File: config.mk
export PLATFORM = sky130hd
export DESIGN_NAME = flash_program_access_regs
export DESIGN_NICKNAME = d
export VERILOG_FILES = /design/src/flash_prog_pkg.sv /design/src/flash_prog_decode.sv /design/src/flash_program_access_regs.sv
export SDC_FILE = /design/constraint.sdc
export NUM_CORES = 1
export LEC_CHECK = 0
export ABC_AREA = 0
export BUFFER_PORTS_ARGS = -buffer_cell sky130_fd_sc_hd__buf_4
export CAP_MARGIN = 20
export CORE_MARGIN = 10
export CORE_UTILIZATION = 30
export DETAILED_ROUTE_END_ITERATION = 7
export SYNTH_ARGS = -nofsm -noshare
export SYNTH_HDL_FRONTEND = slang
export SYNTH_SLANG_ARGS = --single-unit
File: constraint.sdc
create_clock -name ref_clk -period 2.7 [get_ports ref_clk]
set_input_delay 0.675 -clock ref_clk [delete_from_list [all_inputs] [get_ports ref_clk]]
set_output_delay 0.675 -clock ref_clk [all_outputs]
set_load 0.01 [all_outputs]
File: src/flash_prog_pkg.sv
/*
  Constants for the flash program access register block: register indices
  for the host mailbox and controller mapped space, field positions, resets.
  Assumes the host mailbox and the controller bus deliver 8-bit accesses
  synchronous to ref_clk.
*/
// Functional notes
// (RQ1) flash reset bit one holds flash in reset; zero gives read-array mode.
// (RQ2) flash reset bit is kept until software writes it again.
// (RQ3) boot-protect bit reads one while its low-active pin is low; boot block locked.
// (RQ4) external-code bit reads the inverse of its low-active pin.
// (RQ5) external-code bit set disables flash programming for every requester.
// (RQ6) tester-program bit follows its pin; then programming belongs to tester only.
// (RQ7) tester and external-code bits are read-only, untouched by power-on reset.
// (RQ8) host enable may set only with tester, controller enable, flash disable zero.
// (RQ9) host enable gives flash to host path; read/write, cleared at reset.
// (RQ10) controller enable may set only without tester bit; it beats host enable.
// (RQ11) controller enable gives flash to controller path; read/write, reset clears.
// (RQ12) control register always reachable by host index and controller address.
// (RQ13) while controller owns registers, host writes ignored, host reads still answered.
// (RQ14) host data read under controller ownership returns register, no flash read.
// (RQ15) while host owns registers, controller access is blocked.
// (RQ16) host must halt the controller before programming through these registers.
// (RQ17) high address register holds bits 15..8, read/write, resets to zero.
// (RQ18) low address register holds bits 7..0, read/write, resets to zero.
// (RQ19) data register carries array data, commands or status of the flash.
// (RQ20) programmer loads both address registers before touching the data register.
// (RQ21) refused enable set leaves that bit zero; other written bits still apply.
package flash_prog_pkg;
  localparam logic [7:0] host_idx_control = 8'h9e;
  localparam logic [7:0] host_idx_addr_high = 8'h9f;
  localparam logic [7:0] host_idx_addr_low = 8'h80;
  localparam logic [7:0] host_idx_data = 8'h81;
  localparam logic [15:0] ctl_addr_control = 16'h7f35;
  localparam logic [15:0] ctl_addr_addr_high = 16'h7fb0;
  localparam logic [15:0] ctl_addr_addr_low = 16'h7fb1;
  localparam logic [15:0] ctl_addr_data = 16'h7fb2;
  localparam int bit_flash_reset = 7;
  localparam int bit_boot_protect = 4;
  localparam int bit_external_code = 3;
  localparam int bit_tester = 2;
  localparam int bit_host_en = 1;
  localparam int bit_ctl_en = 0;
  localparam logic [7:0] reg_reset = 8'h00;
  typedef enum logic [2:0] {
    reg_none, reg_control, reg_addr_high, reg_addr_low, reg_data
  } reg_sel_t;
  typedef enum {own_idle, own_tester, own_controller, own_host, own_disabled} owner_t;
endpackage : flash_prog_pkg

File: src/flash_prog_decode.sv
/*
  Address decoder shared by both register ports: maps a host mailbox index
  or a controller mapped address onto a register selector.
  Assumes combinational use inside the register block.
*/
`timescale 1ns/100ps
module flash_prog_decode
  import flash_prog_pkg::*;
(
  input wire logic [7:0] host_index,
  input wire logic [15:0] ctl_addr,
  output reg_sel_t host_sel,
  output reg_sel_t ctl_sel
);
  always_comb begin
    case (host_index)
      host_idx_control: host_sel = reg_control;
      host_idx_addr_high: host_sel = reg_addr_high;
      host_idx_addr_low: host_sel = reg_addr_low;
      host_idx_data: host_sel = reg_data;
      default: host_sel = reg_none;
    endcase
  end

  always_comb begin
    case (ctl_addr)
      ctl_addr_control: ctl_sel = reg_control;
      ctl_addr_addr_high: ctl_sel = reg_addr_high;
      ctl_addr_addr_low: ctl_sel = reg_addr_low;
      ctl_addr_data: ctl_sel = reg_data;
      default: ctl_sel = reg_none;
    endcase
  end
endmodule : flash_prog_decode

File: src/flash_program_access_regs.sv
/*
  Flash program access registers: ownership control, flash reset, pin
  mirrors, address and data registers, reached from the host mailbox and
  from the controller mapped bus. Flash command interface strobes out.
  Assumes all inputs synchronous to ref_clk and single-cycle access strobes;
  pins sampled once so status and ownership see one consistent value.
*/
`timescale 1ns/100ps
module flash_program_access_regs
  import flash_prog_pkg::*;
(
  input wire logic ref_clk,
  input wire logic nrst,
  input wire logic boot_protect_in_n,
  input wire logic external_code_in_n,
  input wire logic tester_program_in,
  input wire logic system_flash_disable,
  input wire logic host_wr,
  input wire logic host_rd,
  input wire logic [7:0] host_index,
  input wire logic [7:0] host_wdata,
  output logic [7:0] host_rdata,
  output logic host_rvalid,
  input wire logic ctl_wr,
  input wire logic ctl_rd,
  input wire logic [15:0] ctl_addr,
  input wire logic [7:0] ctl_wdata,
  output logic [7:0] ctl_rdata,
  output logic ctl_rvalid,
  input wire logic [7:0] flash_rdata,
  output logic flash_reset,
  output logic boot_block_protect,
  output logic flash_prog_enable,
  output logic host_path_sel,
  output logic ctl_path_sel,
  output logic tester_path_sel,
  output logic [15:0] flash_addr,
  output logic [7:0] flash_wdata,
  output logic flash_wr_stb,
  output logic flash_rd_stb
);
  logic rst_sync1_reg;
  logic rst_sync2_reg;
  logic rst_n;
  logic boot_protect_reg;
  logic external_code_reg;
  logic tester_reg;
  logic flash_reset_reg;
  logic host_en_reg;
  logic ctl_en_reg;
  logic [7:0] addr_high_reg;
  logic [7:0] addr_low_reg;
  logic [7:0] data_reg;
  logic data_load_reg;
  reg_sel_t host_sel;
  reg_sel_t ctl_sel;
  owner_t owner;
  logic host_wr_ok;
  logic ctl_wr_ok;
  logic ctl_rd_ok;
  logic host_data_rd;
  logic ctl_data_rd;
  logic wr_any;
  reg_sel_t wr_sel;
  logic [7:0] wr_data;
  logic [7:0] control_view;
  logic host_en_next;
  logic ctl_en_next;

  function automatic logic [7:0] read_mux(input reg_sel_t sel, input logic [7:0] ctrl,
      input logic [7:0] hi, input logic [7:0] lo, input logic [7:0] dat);
    case (sel)
      reg_control: read_mux = ctrl;
      reg_addr_high: read_mux = hi;
      reg_addr_low: read_mux = lo;
      reg_data: read_mux = dat;
      default: read_mux = reg_reset;
    endcase
  endfunction : read_mux

  always_ff @(posedge ref_clk or negedge nrst) begin
    if (!nrst) begin
      rst_sync1_reg <= 1'b0;
      rst_sync2_reg <= 1'b0;
    end else begin
      rst_sync1_reg <= 1'b1;
      rst_sync2_reg <= rst_sync1_reg;
    end
  end
  assign rst_n = rst_sync2_reg;

  flash_prog_decode u_decode (
    .host_index(host_index),
    .ctl_addr(ctl_addr),
    .host_sel(host_sel),
    .ctl_sel(ctl_sel)
  );

  // pin mirrors run free of reset so they never lose the pin state
  always_ff @(posedge ref_clk) begin
    boot_protect_reg <= ~boot_protect_in_n; // see (RQ3)
    external_code_reg <= ~external_code_in_n; // see (RQ4) see (RQ7)
    tester_reg <= tester_program_in; // see (RQ6) see (RQ7)
  end

  // external code beats everything, tester next, controller over host
  always_comb begin
    if (external_code_reg) begin
      owner = own_disabled; // see (RQ5)
    end else if (tester_reg) begin
      owner = own_tester; // see (RQ6)
    end else if (ctl_en_reg) begin
      owner = own_controller; // see (RQ10) see (RQ11)
    end else if (host_en_reg) begin
      owner = own_host; // see (RQ9)
    end else begin
      owner = own_idle;
    end
  end

  // control register is open to both sides whatever the ownership
  always_comb begin
    host_wr_ok = host_wr && (host_sel == reg_control ||
                 (host_sel != reg_none && owner != own_controller)); // see (RQ12) see (RQ13)
    ctl_wr_ok = ctl_wr && (ctl_sel == reg_control ||
                (ctl_sel != reg_none && owner != own_host)); // see (RQ12) see (RQ15)
    ctl_rd_ok = ctl_rd && (ctl_sel == reg_control || owner != own_host); // see (RQ15)
    host_data_rd = host_rd && host_sel == reg_data && owner == own_host; // see (RQ14)
    ctl_data_rd = ctl_rd_ok && ctl_sel == reg_data && owner == own_controller;
  end

  // controller wins a same-cycle collision; host is normally halted then
  always_comb begin
    wr_any = ctl_wr_ok || host_wr_ok;
    wr_sel = ctl_wr_ok ? ctl_sel : (host_wr_ok ? host_sel : reg_none);
    wr_data = ctl_wr_ok ? ctl_wdata : host_wdata;
  end

  always_comb begin
    control_view = reg_reset;
    control_view[bit_flash_reset] = flash_reset_reg;
    control_view[bit_boot_protect] = boot_protect_reg;
    control_view[bit_external_code] = external_code_reg;
    control_view[bit_tester] = tester_reg;
    control_view[bit_host_en] = host_en_reg;
    control_view[bit_ctl_en] = ctl_en_reg;
  end

  // a refused enable simply stays zero, the rest of the byte lands
  always_comb begin
    ctl_en_next = wr_data[bit_ctl_en] && !tester_reg; // see (RQ10) see (RQ21)
    host_en_next = wr_data[bit_host_en] && !tester_reg && !ctl_en_next &&
                   !system_flash_disable; // see (RQ8) see (RQ21)
  end

  // no self-clear: only a control write moves the flash reset bit
  always_ff @(posedge ref_clk or negedge rst_n) begin
    if (!rst_n) begin
      flash_reset_reg <= 1'b0;
    end else if (wr_any && wr_sel == reg_control) begin
      flash_reset_reg <= wr_data[bit_flash_reset]; // see (RQ1) see (RQ2)
    end
  end

  always_ff @(posedge ref_clk or negedge rst_n) begin
    if (!rst_n) begin
      ctl_en_reg <= 1'b0;
    end else if (wr_any && wr_sel == reg_control) begin
      ctl_en_reg <= ctl_en_next; // see (RQ11)
    end
  end

  always_ff @(posedge ref_clk or negedge rst_n) begin
    if (!rst_n) begin
      host_en_reg <= 1'b0;
    end else if (wr_any && wr_sel == reg_control) begin
      host_en_reg <= host_en_next; // see (RQ9)
    end
  end

  always_ff @(posedge ref_clk or negedge rst_n) begin
    if (!rst_n) begin
      addr_high_reg <= reg_reset;
    end else if (wr_any && wr_sel == reg_addr_high) begin
      addr_high_reg <= wr_data; // see (RQ17)
    end
  end

  always_ff @(posedge ref_clk or negedge rst_n) begin
    if (!rst_n) begin
      addr_low_reg <= reg_reset;
    end else if (wr_any && wr_sel == reg_addr_low) begin
      addr_low_reg <= wr_data; // see (RQ18)
    end
  end

  // load flag rises with the flash read strobe so the flash answer is taken a cycle after the read request
  always_ff @(posedge ref_clk or negedge rst_n) begin
    if (!rst_n) begin
      data_load_reg <= 1'b0;
    end else begin
      data_load_reg <= host_data_rd || ctl_data_rd;
    end
  end

  // data register captures any accepted write from either side and flash read results of the owner
  always_ff @(posedge ref_clk or negedge rst_n) begin
    if (!rst_n) begin
      data_reg <= reg_reset;
    end else if (wr_any && wr_sel == reg_data) begin
      data_reg <= wr_data; // see (RQ19)
    end else if (data_load_reg) begin
      data_reg <= flash_rdata; // see (RQ19)
    end
  end

  // flash strobes go out only for the party that owns the path
  always_ff @(posedge ref_clk or negedge rst_n) begin
    if (!rst_n) begin
      flash_wr_stb <= 1'b0;
    end else begin
      flash_wr_stb <= wr_any && wr_sel == reg_data &&
                      ((ctl_wr_ok && owner == own_controller) ||
                       (!ctl_wr_ok && owner == own_host)); // see (RQ13)
    end
  end

  always_ff @(posedge ref_clk or negedge rst_n) begin
    if (!rst_n) begin
      flash_rd_stb <= 1'b0;
    end else begin
      flash_rd_stb <= host_data_rd || ctl_data_rd; // see (RQ14)
    end
  end

  always_ff @(posedge ref_clk or negedge rst_n) begin
    if (!rst_n) begin
      flash_wdata <= reg_reset;
    end else if (wr_any && wr_sel == reg_data) begin
      flash_wdata <= wr_data;
    end
  end

  always_ff @(posedge ref_clk or negedge rst_n) begin
    if (!rst_n) begin
      flash_reset <= 1'b0;
      boot_block_protect <= 1'b0;
    end else begin
      flash_reset <= flash_reset_reg; // see (RQ1)
      boot_block_protect <= boot_protect_reg; // see (RQ3)
    end
  end

  always_ff @(posedge ref_clk or negedge rst_n) begin
    if (!rst_n) begin
      flash_prog_enable <= 1'b0;
    end else begin
      flash_prog_enable <= owner != own_disabled; // see (RQ5)
    end
  end

  // path selects are at most one-hot (all zero when idle or disabled) because they all decode the same owner
  always_ff @(posedge ref_clk or negedge rst_n) begin
    if (!rst_n) begin
      host_path_sel <= 1'b0;
      ctl_path_sel <= 1'b0;
      tester_path_sel <= 1'b0;
    end else begin
      host_path_sel <= owner == own_host; // see (RQ9)
      ctl_path_sel <= owner == own_controller; // see (RQ11)
      tester_path_sel <= owner == own_tester; // see (RQ6)
    end
  end

  always_ff @(posedge ref_clk or negedge rst_n) begin
    if (!rst_n) begin
      flash_addr <= {reg_reset, reg_reset};
    end else begin
      flash_addr <= {addr_high_reg, addr_low_reg};
    end
  end

  // host reads always answer, even when the controller owns the registers
  always_ff @(posedge ref_clk or negedge rst_n) begin
    if (!rst_n) begin
      host_rdata <= reg_reset;
      host_rvalid <= 1'b0;
    end else begin
      host_rvalid <= host_rd;
      if (host_rd) begin
        host_rdata <= read_mux(host_sel, control_view, addr_high_reg, addr_low_reg,
                               data_reg); // see (RQ13)
      end
    end
  end

  // a blocked controller read still answers, with zero, so it never stalls
  always_ff @(posedge ref_clk or negedge rst_n) begin
    if (!rst_n) begin
      ctl_rdata <= reg_reset;
      ctl_rvalid <= 1'b0;
    end else begin
      ctl_rvalid <= ctl_rd;
      if (ctl_rd) begin
        ctl_rdata <= ctl_rd_ok ? read_mux(ctl_sel, control_view, addr_high_reg,
                                          addr_low_reg, data_reg) : reg_reset; // see (RQ15)
      end
    end
  end
endmodule : flash_program_access_regs

# Yosys cells after proc, flatten, opt, wreduce, memory -nomap -nowiden

Cells that the tools add are included.

Output and inout port bits: 50
Input bits: 58
Register bits: 82
Word-level logic and storage cells: 100

Bitwise logic cells: 2
Muxes and demuxes: 14
Reduce and logical (&&, ||, !) cells: 33
Equality and inequality tests: 26

Operators with widths:

| kind                   | number |
|---|---|
| $mux W32               | 3 |
| $eq A16 B15 Y1 const B | 4 |
| $eq A32 B3 Y1 const B  | 2 |
| $ne A32 B3 Y1 const B  | 2 |
| $pmux W8 S4            | 2 |
| $eq A32 B2 Y1 const B  | 1 |
| $eq A8 B8 Y1 const B   | 4 |
| $mux W8                | 4 |
| $ne A32 B4 Y1 const B  | 1 |
| $pmux W3 S4            | 2 |
| $logic_and A1 B1 Y1    | 20 |
| $eq A3 B2 Y1 const B   | 6 |
| $eq A3 B1 Y1 const B   | 3 |
| $eq A3 B3 Y1 const B   | 3 |
| $logic_or A1 B1 Y1     | 6 |
| $mux W3                | 2 |
| $reduce_bool A3 Y1     | 2 |
| $logic_not A1 Y1       | 4 |
| $mux W2                | 1 |
| $not A1 Y1             | 2 |
| $reduce_bool A2 Y1     | 1 |

# Logic depth before layout (Yosys ltp)

Word-level depth: 13
Mapped depth: 6
Mapped depth without buffers: 5

# Cells and area by module

A second synthesis with hierarchy kept.

Cells, all modules: 316
Area, all modules: 3818.7 um^2

Modules (own cells, without submodules):

| module                    | cells an instance | seq. area each (um^2) | area each (um^2) | times used |
|---|---|---|---|---|
| flash_program_access_regs | 294               | 2037.0                | 3686.0           | 1 |
| flash_prog_decode         | 22                | 0.0                   | 132.6            | 1 |

# Least setup slack after synthesis

Ideal clock, no wire load.

Path kind: input to register
Start point: in ctl_addr[15]
End point: reg data_reg[0]
Path buffers: 1
Setup time: 128 ps
Data required time: 2572 ps
Arrival time: 2672 ps
Setup slack: -100 ps
Cell stages on the path: 6
Cells stage by stage: nand4b_2 or4_4 a21oi_4 mux2i_2 buf_4 mux2_1

Longest elaborated chain between the ends: 10
Elaborated cells between the ends (all ways): 17
Classes of those cells: eq/ne (6); mux (4); reduce/logical (7)

RTL lines:

| item                                          | RTL line                         | source |
|---|---|---|
| from (decl)                                   | flash_program_access_regs.sv:26  | `input wire logic [15:0] ctl_addr,` |
| $eq A16 B15 Y1                                | flash_prog_decode.sv:26          | `case (ctl_addr)` |
| $pmux W3 S4 (*)                               | flash_prog_decode.sv:26          |  |
| $reduce_bool A3 Y1                            | flash_program_access_regs.sv:126 | `(ctl_sel != reg_none && owner != own_host));` |
| $logic_and A1 B1 Y1                           | flash_program_access_regs.sv:126 |  |
| $logic_or A1 B1 Y1                            | flash_program_access_regs.sv:125 | `ctl_wr_ok = ctl_wr && (ctl_sel == reg_control \|\|` |
| $logic_and A1 B1 Y1                           | flash_program_access_regs.sv:125 |  |
| $mux W3                                       | flash_program_access_regs.sv:135 | `wr_sel = ctl_wr_ok ? ctl_sel : (host_wr_ok ? host_sel : reg_none);` |
| $eq A3 B3 Y1                                  | flash_program_access_regs.sv:210 | `end else if (wr_any && wr_sel == reg_data) begin` |
| $logic_and A1 B1 Y1                           | flash_program_access_regs.sv:210 |  |
| $mux W8 or $reduce_bool A2 Y1 (tied branches) | n/a                              |  |
| to (signal assigned)                          | flash_program_access_regs.sv:209 | `data_reg <= reg_reset;` |
| to (signal assigned)                          | flash_program_access_regs.sv:211 | `data_reg <= wr_data;` |
| to (signal assigned)                          | flash_program_access_regs.sv:213 | `data_reg <= flash_rdata;` |
| to (decl)                                     | flash_program_access_regs.sv:53  | `logic [7:0] data_reg;` |

Mark *: on every way between the ends. The rest lies on a longest branch, timed or not.
A chain may end at the register's enable or synchronous reset.

# Worst setup path after layout

Start point: in ctl_addr[6]
End point: reg flash_wdata[3]

Longest elaborated chain between the ends: 9
Elaborated cells between the ends (all ways): 15
Classes of those cells: eq/ne (6); mux (3); reduce/logical (6)

RTL lines:

| item                 | RTL line                         | source |
|---|---|---|
| $eq A16 B15 Y1       | flash_prog_decode.sv:26          |  |
| $pmux W3 S4 (*)      | flash_prog_decode.sv:26          |  |
| $reduce_bool A3 Y1   | flash_program_access_regs.sv:126 |  |
| $logic_and A1 B1 Y1  | flash_program_access_regs.sv:126 |  |
| $logic_or A1 B1 Y1   | flash_program_access_regs.sv:125 |  |
| $logic_and A1 B1 Y1  | flash_program_access_regs.sv:125 |  |
| $mux W3              | flash_program_access_regs.sv:135 |  |
| $eq A3 B3 Y1         | flash_program_access_regs.sv:239 | `end else if (wr_any && wr_sel == reg_data) begin` |
| $logic_and A1 B1 Y1  | flash_program_access_regs.sv:239 |  |
| to (signal assigned) | flash_program_access_regs.sv:238 | `flash_wdata <= reg_reset;` |
| to (signal assigned) | flash_program_access_regs.sv:240 | `flash_wdata <= wr_data;` |
| to (decl)            | flash_program_access_regs.sv:38  | `output logic [7:0] flash_wdata,` |

Marked as above.

==> out/qor.txt <==
Outcome: completed
Clk root buf: clkbuf_16
Yosys warns: 0
Antenna diode count: 0
Worst Path Required: 2910 ps
Drt first pass iters: 4
Post-Synthesis Cell Area: 3690 µm²
R2r setup slk: 420 ps
FF-to-FF End: flash_wdata[3]
Total clock sinks: 82
CP endpoint kind: flip-flop
Static Leak: 2.47 nW
GRT overflow: 0
Post-synth EDFFs: 0
Top-area cell type share of the netlist area: 0.536
Reg2Reg Depth: 6
Top cells by area, synth: dfrtp_1 54%, mux2_1 9.8%, mux2_2 3.7%
Final setup viols: 0
Worst-path clk slew: 60 ps
Worst skew pair latency: 340 ps
Number of global-route vias before repair: 3020
Synth Flop Type: dfrtp_1
DR vias/cell: 4.92
Rel. slew slack: 0.527
Num CTS Buffers: 9
Setup crit start kind: primary input
Die W: 131 µm
Pin count of the biggest net entering global routing: 78
Most flops, register: flash_addr
Starting Density: 0.307
Design area: 5180 µm²
RSZ-0062 raised after global routing: false
Commonest non-fill, non-tap cell in the layout: buf_4
Chip height: 131 µm
Setup Skew: 7.22 ps
Syn nets: 346
Worst Max-Slew Pin Slew: 707 ps
Ports: 108
Placed inst area: 4850 µm²
Peak supply drop: 0.000312 V
Hold Path Class: in2async
Post-DR wirelength/cell: 19.0 µm
Pwr/cell area: 537 nW/µm²
Hold buffers post-CTS: 0
Max reg flops: 16
Wirelength, routed: 10900 µm
Seq cells post-synth: 82
Syn Area/Cell: 12.8 µm²
Pins over their slew limit: 0
Residual DRC count: 0
Maximum clock rate: 408 MHz
R2r startpoint: host_en_reg
Total die area: 17100 µm²
Post-layout nets: 479
Worst Path Max Fanout: 9
Initial antenna violation count: 0
Hold Vio Cnt, Final: 0
# resized after CTS: 0
First-pass GRT wire length: 17100 µm
Clock buffer depth: 2
Power Total: 2.78 mW
FP Rows: 40
PortBufs: 107
CORE AREA: 12000 µm²
Gate Count Post-Synth: 288
Ys async rst share: 0.963
DRT iter0 DRCs: 169
CP startpoint: ctl_addr[6]
Total GRT Usage: 0.132
Final period utilization: 0.907
Register area share after synthesis: 0.553
Crit path to: flash_wdata[3]
Vias: 2817
Cell variety after synth: 55
Post-CTS setup buffer count: 0
ANT nets after route: 0
CTS tree: yes
Cell taking the most area after synthesis: dfrtp_1
RD Place Congestion: 0.873
Layout area overhead: 40.5%
WP data arrival: 2660 ps
Most frequent cells in the layout: 127 x buf_4, 78 x dfrtp_1, 32 x mux2_1, 20 x inv_1, 16 x o22ai_1
Kind of critical path: in2reg
Dpl hpwl: 8580 µm
Tmin final: 2450 ps
Max-Cap Viols: 0
CTS HTree Levels: 3
Fraction of layout instances using a drive strength above 1: 0.423
## cell usage after synthesis (all sizes together) (2+ instances only)
master / count
a21boi: 2
a21oi: 6
a221oi: 5
a222oi: 2
a22oi: 7
a32o: 2
and3: 4
buf: 6
clkbuf: 3
dfrtp: 79
dfxtp: 3
inv: 20
mux2: 52
mux2i: 10
nand2: 11
nand3: 3
nand3b: 4
nand4: 3
nand4bb: 4
nor2: 9
nor3: 4
nor3b: 2
nor4: 7
o21ai: 3
o22ai: 16
or4: 3
or4b: 2
## layer usage
metal  vias up  track usage  wire length, µm  part of all wire
met2       115        0.192             4730              0.44
li1       1338            -                -                 -
met4         0       0.0451              145             0.013
met3        14       0.0536             1060             0.098
met5         -            0                0                 0
met1      1350        0.173             4930              0.45
## stage by stage
| step | setup TNS, ps | util | hold WS, ps | setup slack (ps) | cells |
|---|---|---|---|---|---|
| floorplan | 0 | - | 331 | 7.66 | 288 |
| global placement | -1420 | 0.404 | 337 | -62.2 | 556 |
| detailed placement | -2360 | 0.404 | 346 | -111 | 556 |
| CTS | 0 | 0.429 | 89.7 | 239 | 572 |
| global route | 0 | 0.431 | 89.4 | 168 | 573 |
| finish | 0 | 0.431 | 106 | 252 | 573 |
## worst min-delay path by stage
stage / endpoint / start / cells after the start
2_1_floorplan: rst_n / rst_sync1_reg / 0
3_3_place_gp: rst_n / rst_sync1_reg / 0
3_5_place_dp: rst_n / rst_sync1_reg / 0
4_1_cts: rst_n / nrst / 1
5_1_grt: rst_n / nrst / 1
6_report: rst_n / nrst / 1
## cell type report
type | count | area (µm²)
multi-input combinational | 176 | 1530
timing repair buffer | 131 | 1030
clock buffer | 14 | 274
tap | 147 | 184
fill | 1157 | 6830
sequential | 82 | 2040
clock inverter | 2 | 35.0
inverter | 21 | 78.8
## kinds of logic (layout without fill, tap and decap cells)
logic type | count (synthesis) | after routing | share of synthesized area
DFF | 82 | 82 | 0.553
buffers and inverters | 30 | 168 | 0.0339
xor gates and xnor gates | 1 | 1 | 0.00238
AOI/OAI and AO/OA | 47 | 47 | 0.0927
muxes | 62 | 62 | 0.196
other | 1 | 1 | 0.00102
and+or+nand+nor | 65 | 65 | 0.121
## critical path, cell delays in order
cell and delay (ps):
buf_4 110, nand4bb_2 260, or4_4 470, a21oi_4 270, buf_12 180, mux2_1 390, mux2_1 310
## where the power goes
group / leakage, nW / switching [mW] / internal (mW)
Clock: 0.153 / 0.447 / 0.790
Sequential: 1.10 / 0.0453 / 1.27
Combinational: 1.21 / 0.0966 / 0.128
Note: power is estimated with default switching activity, not from simulation.
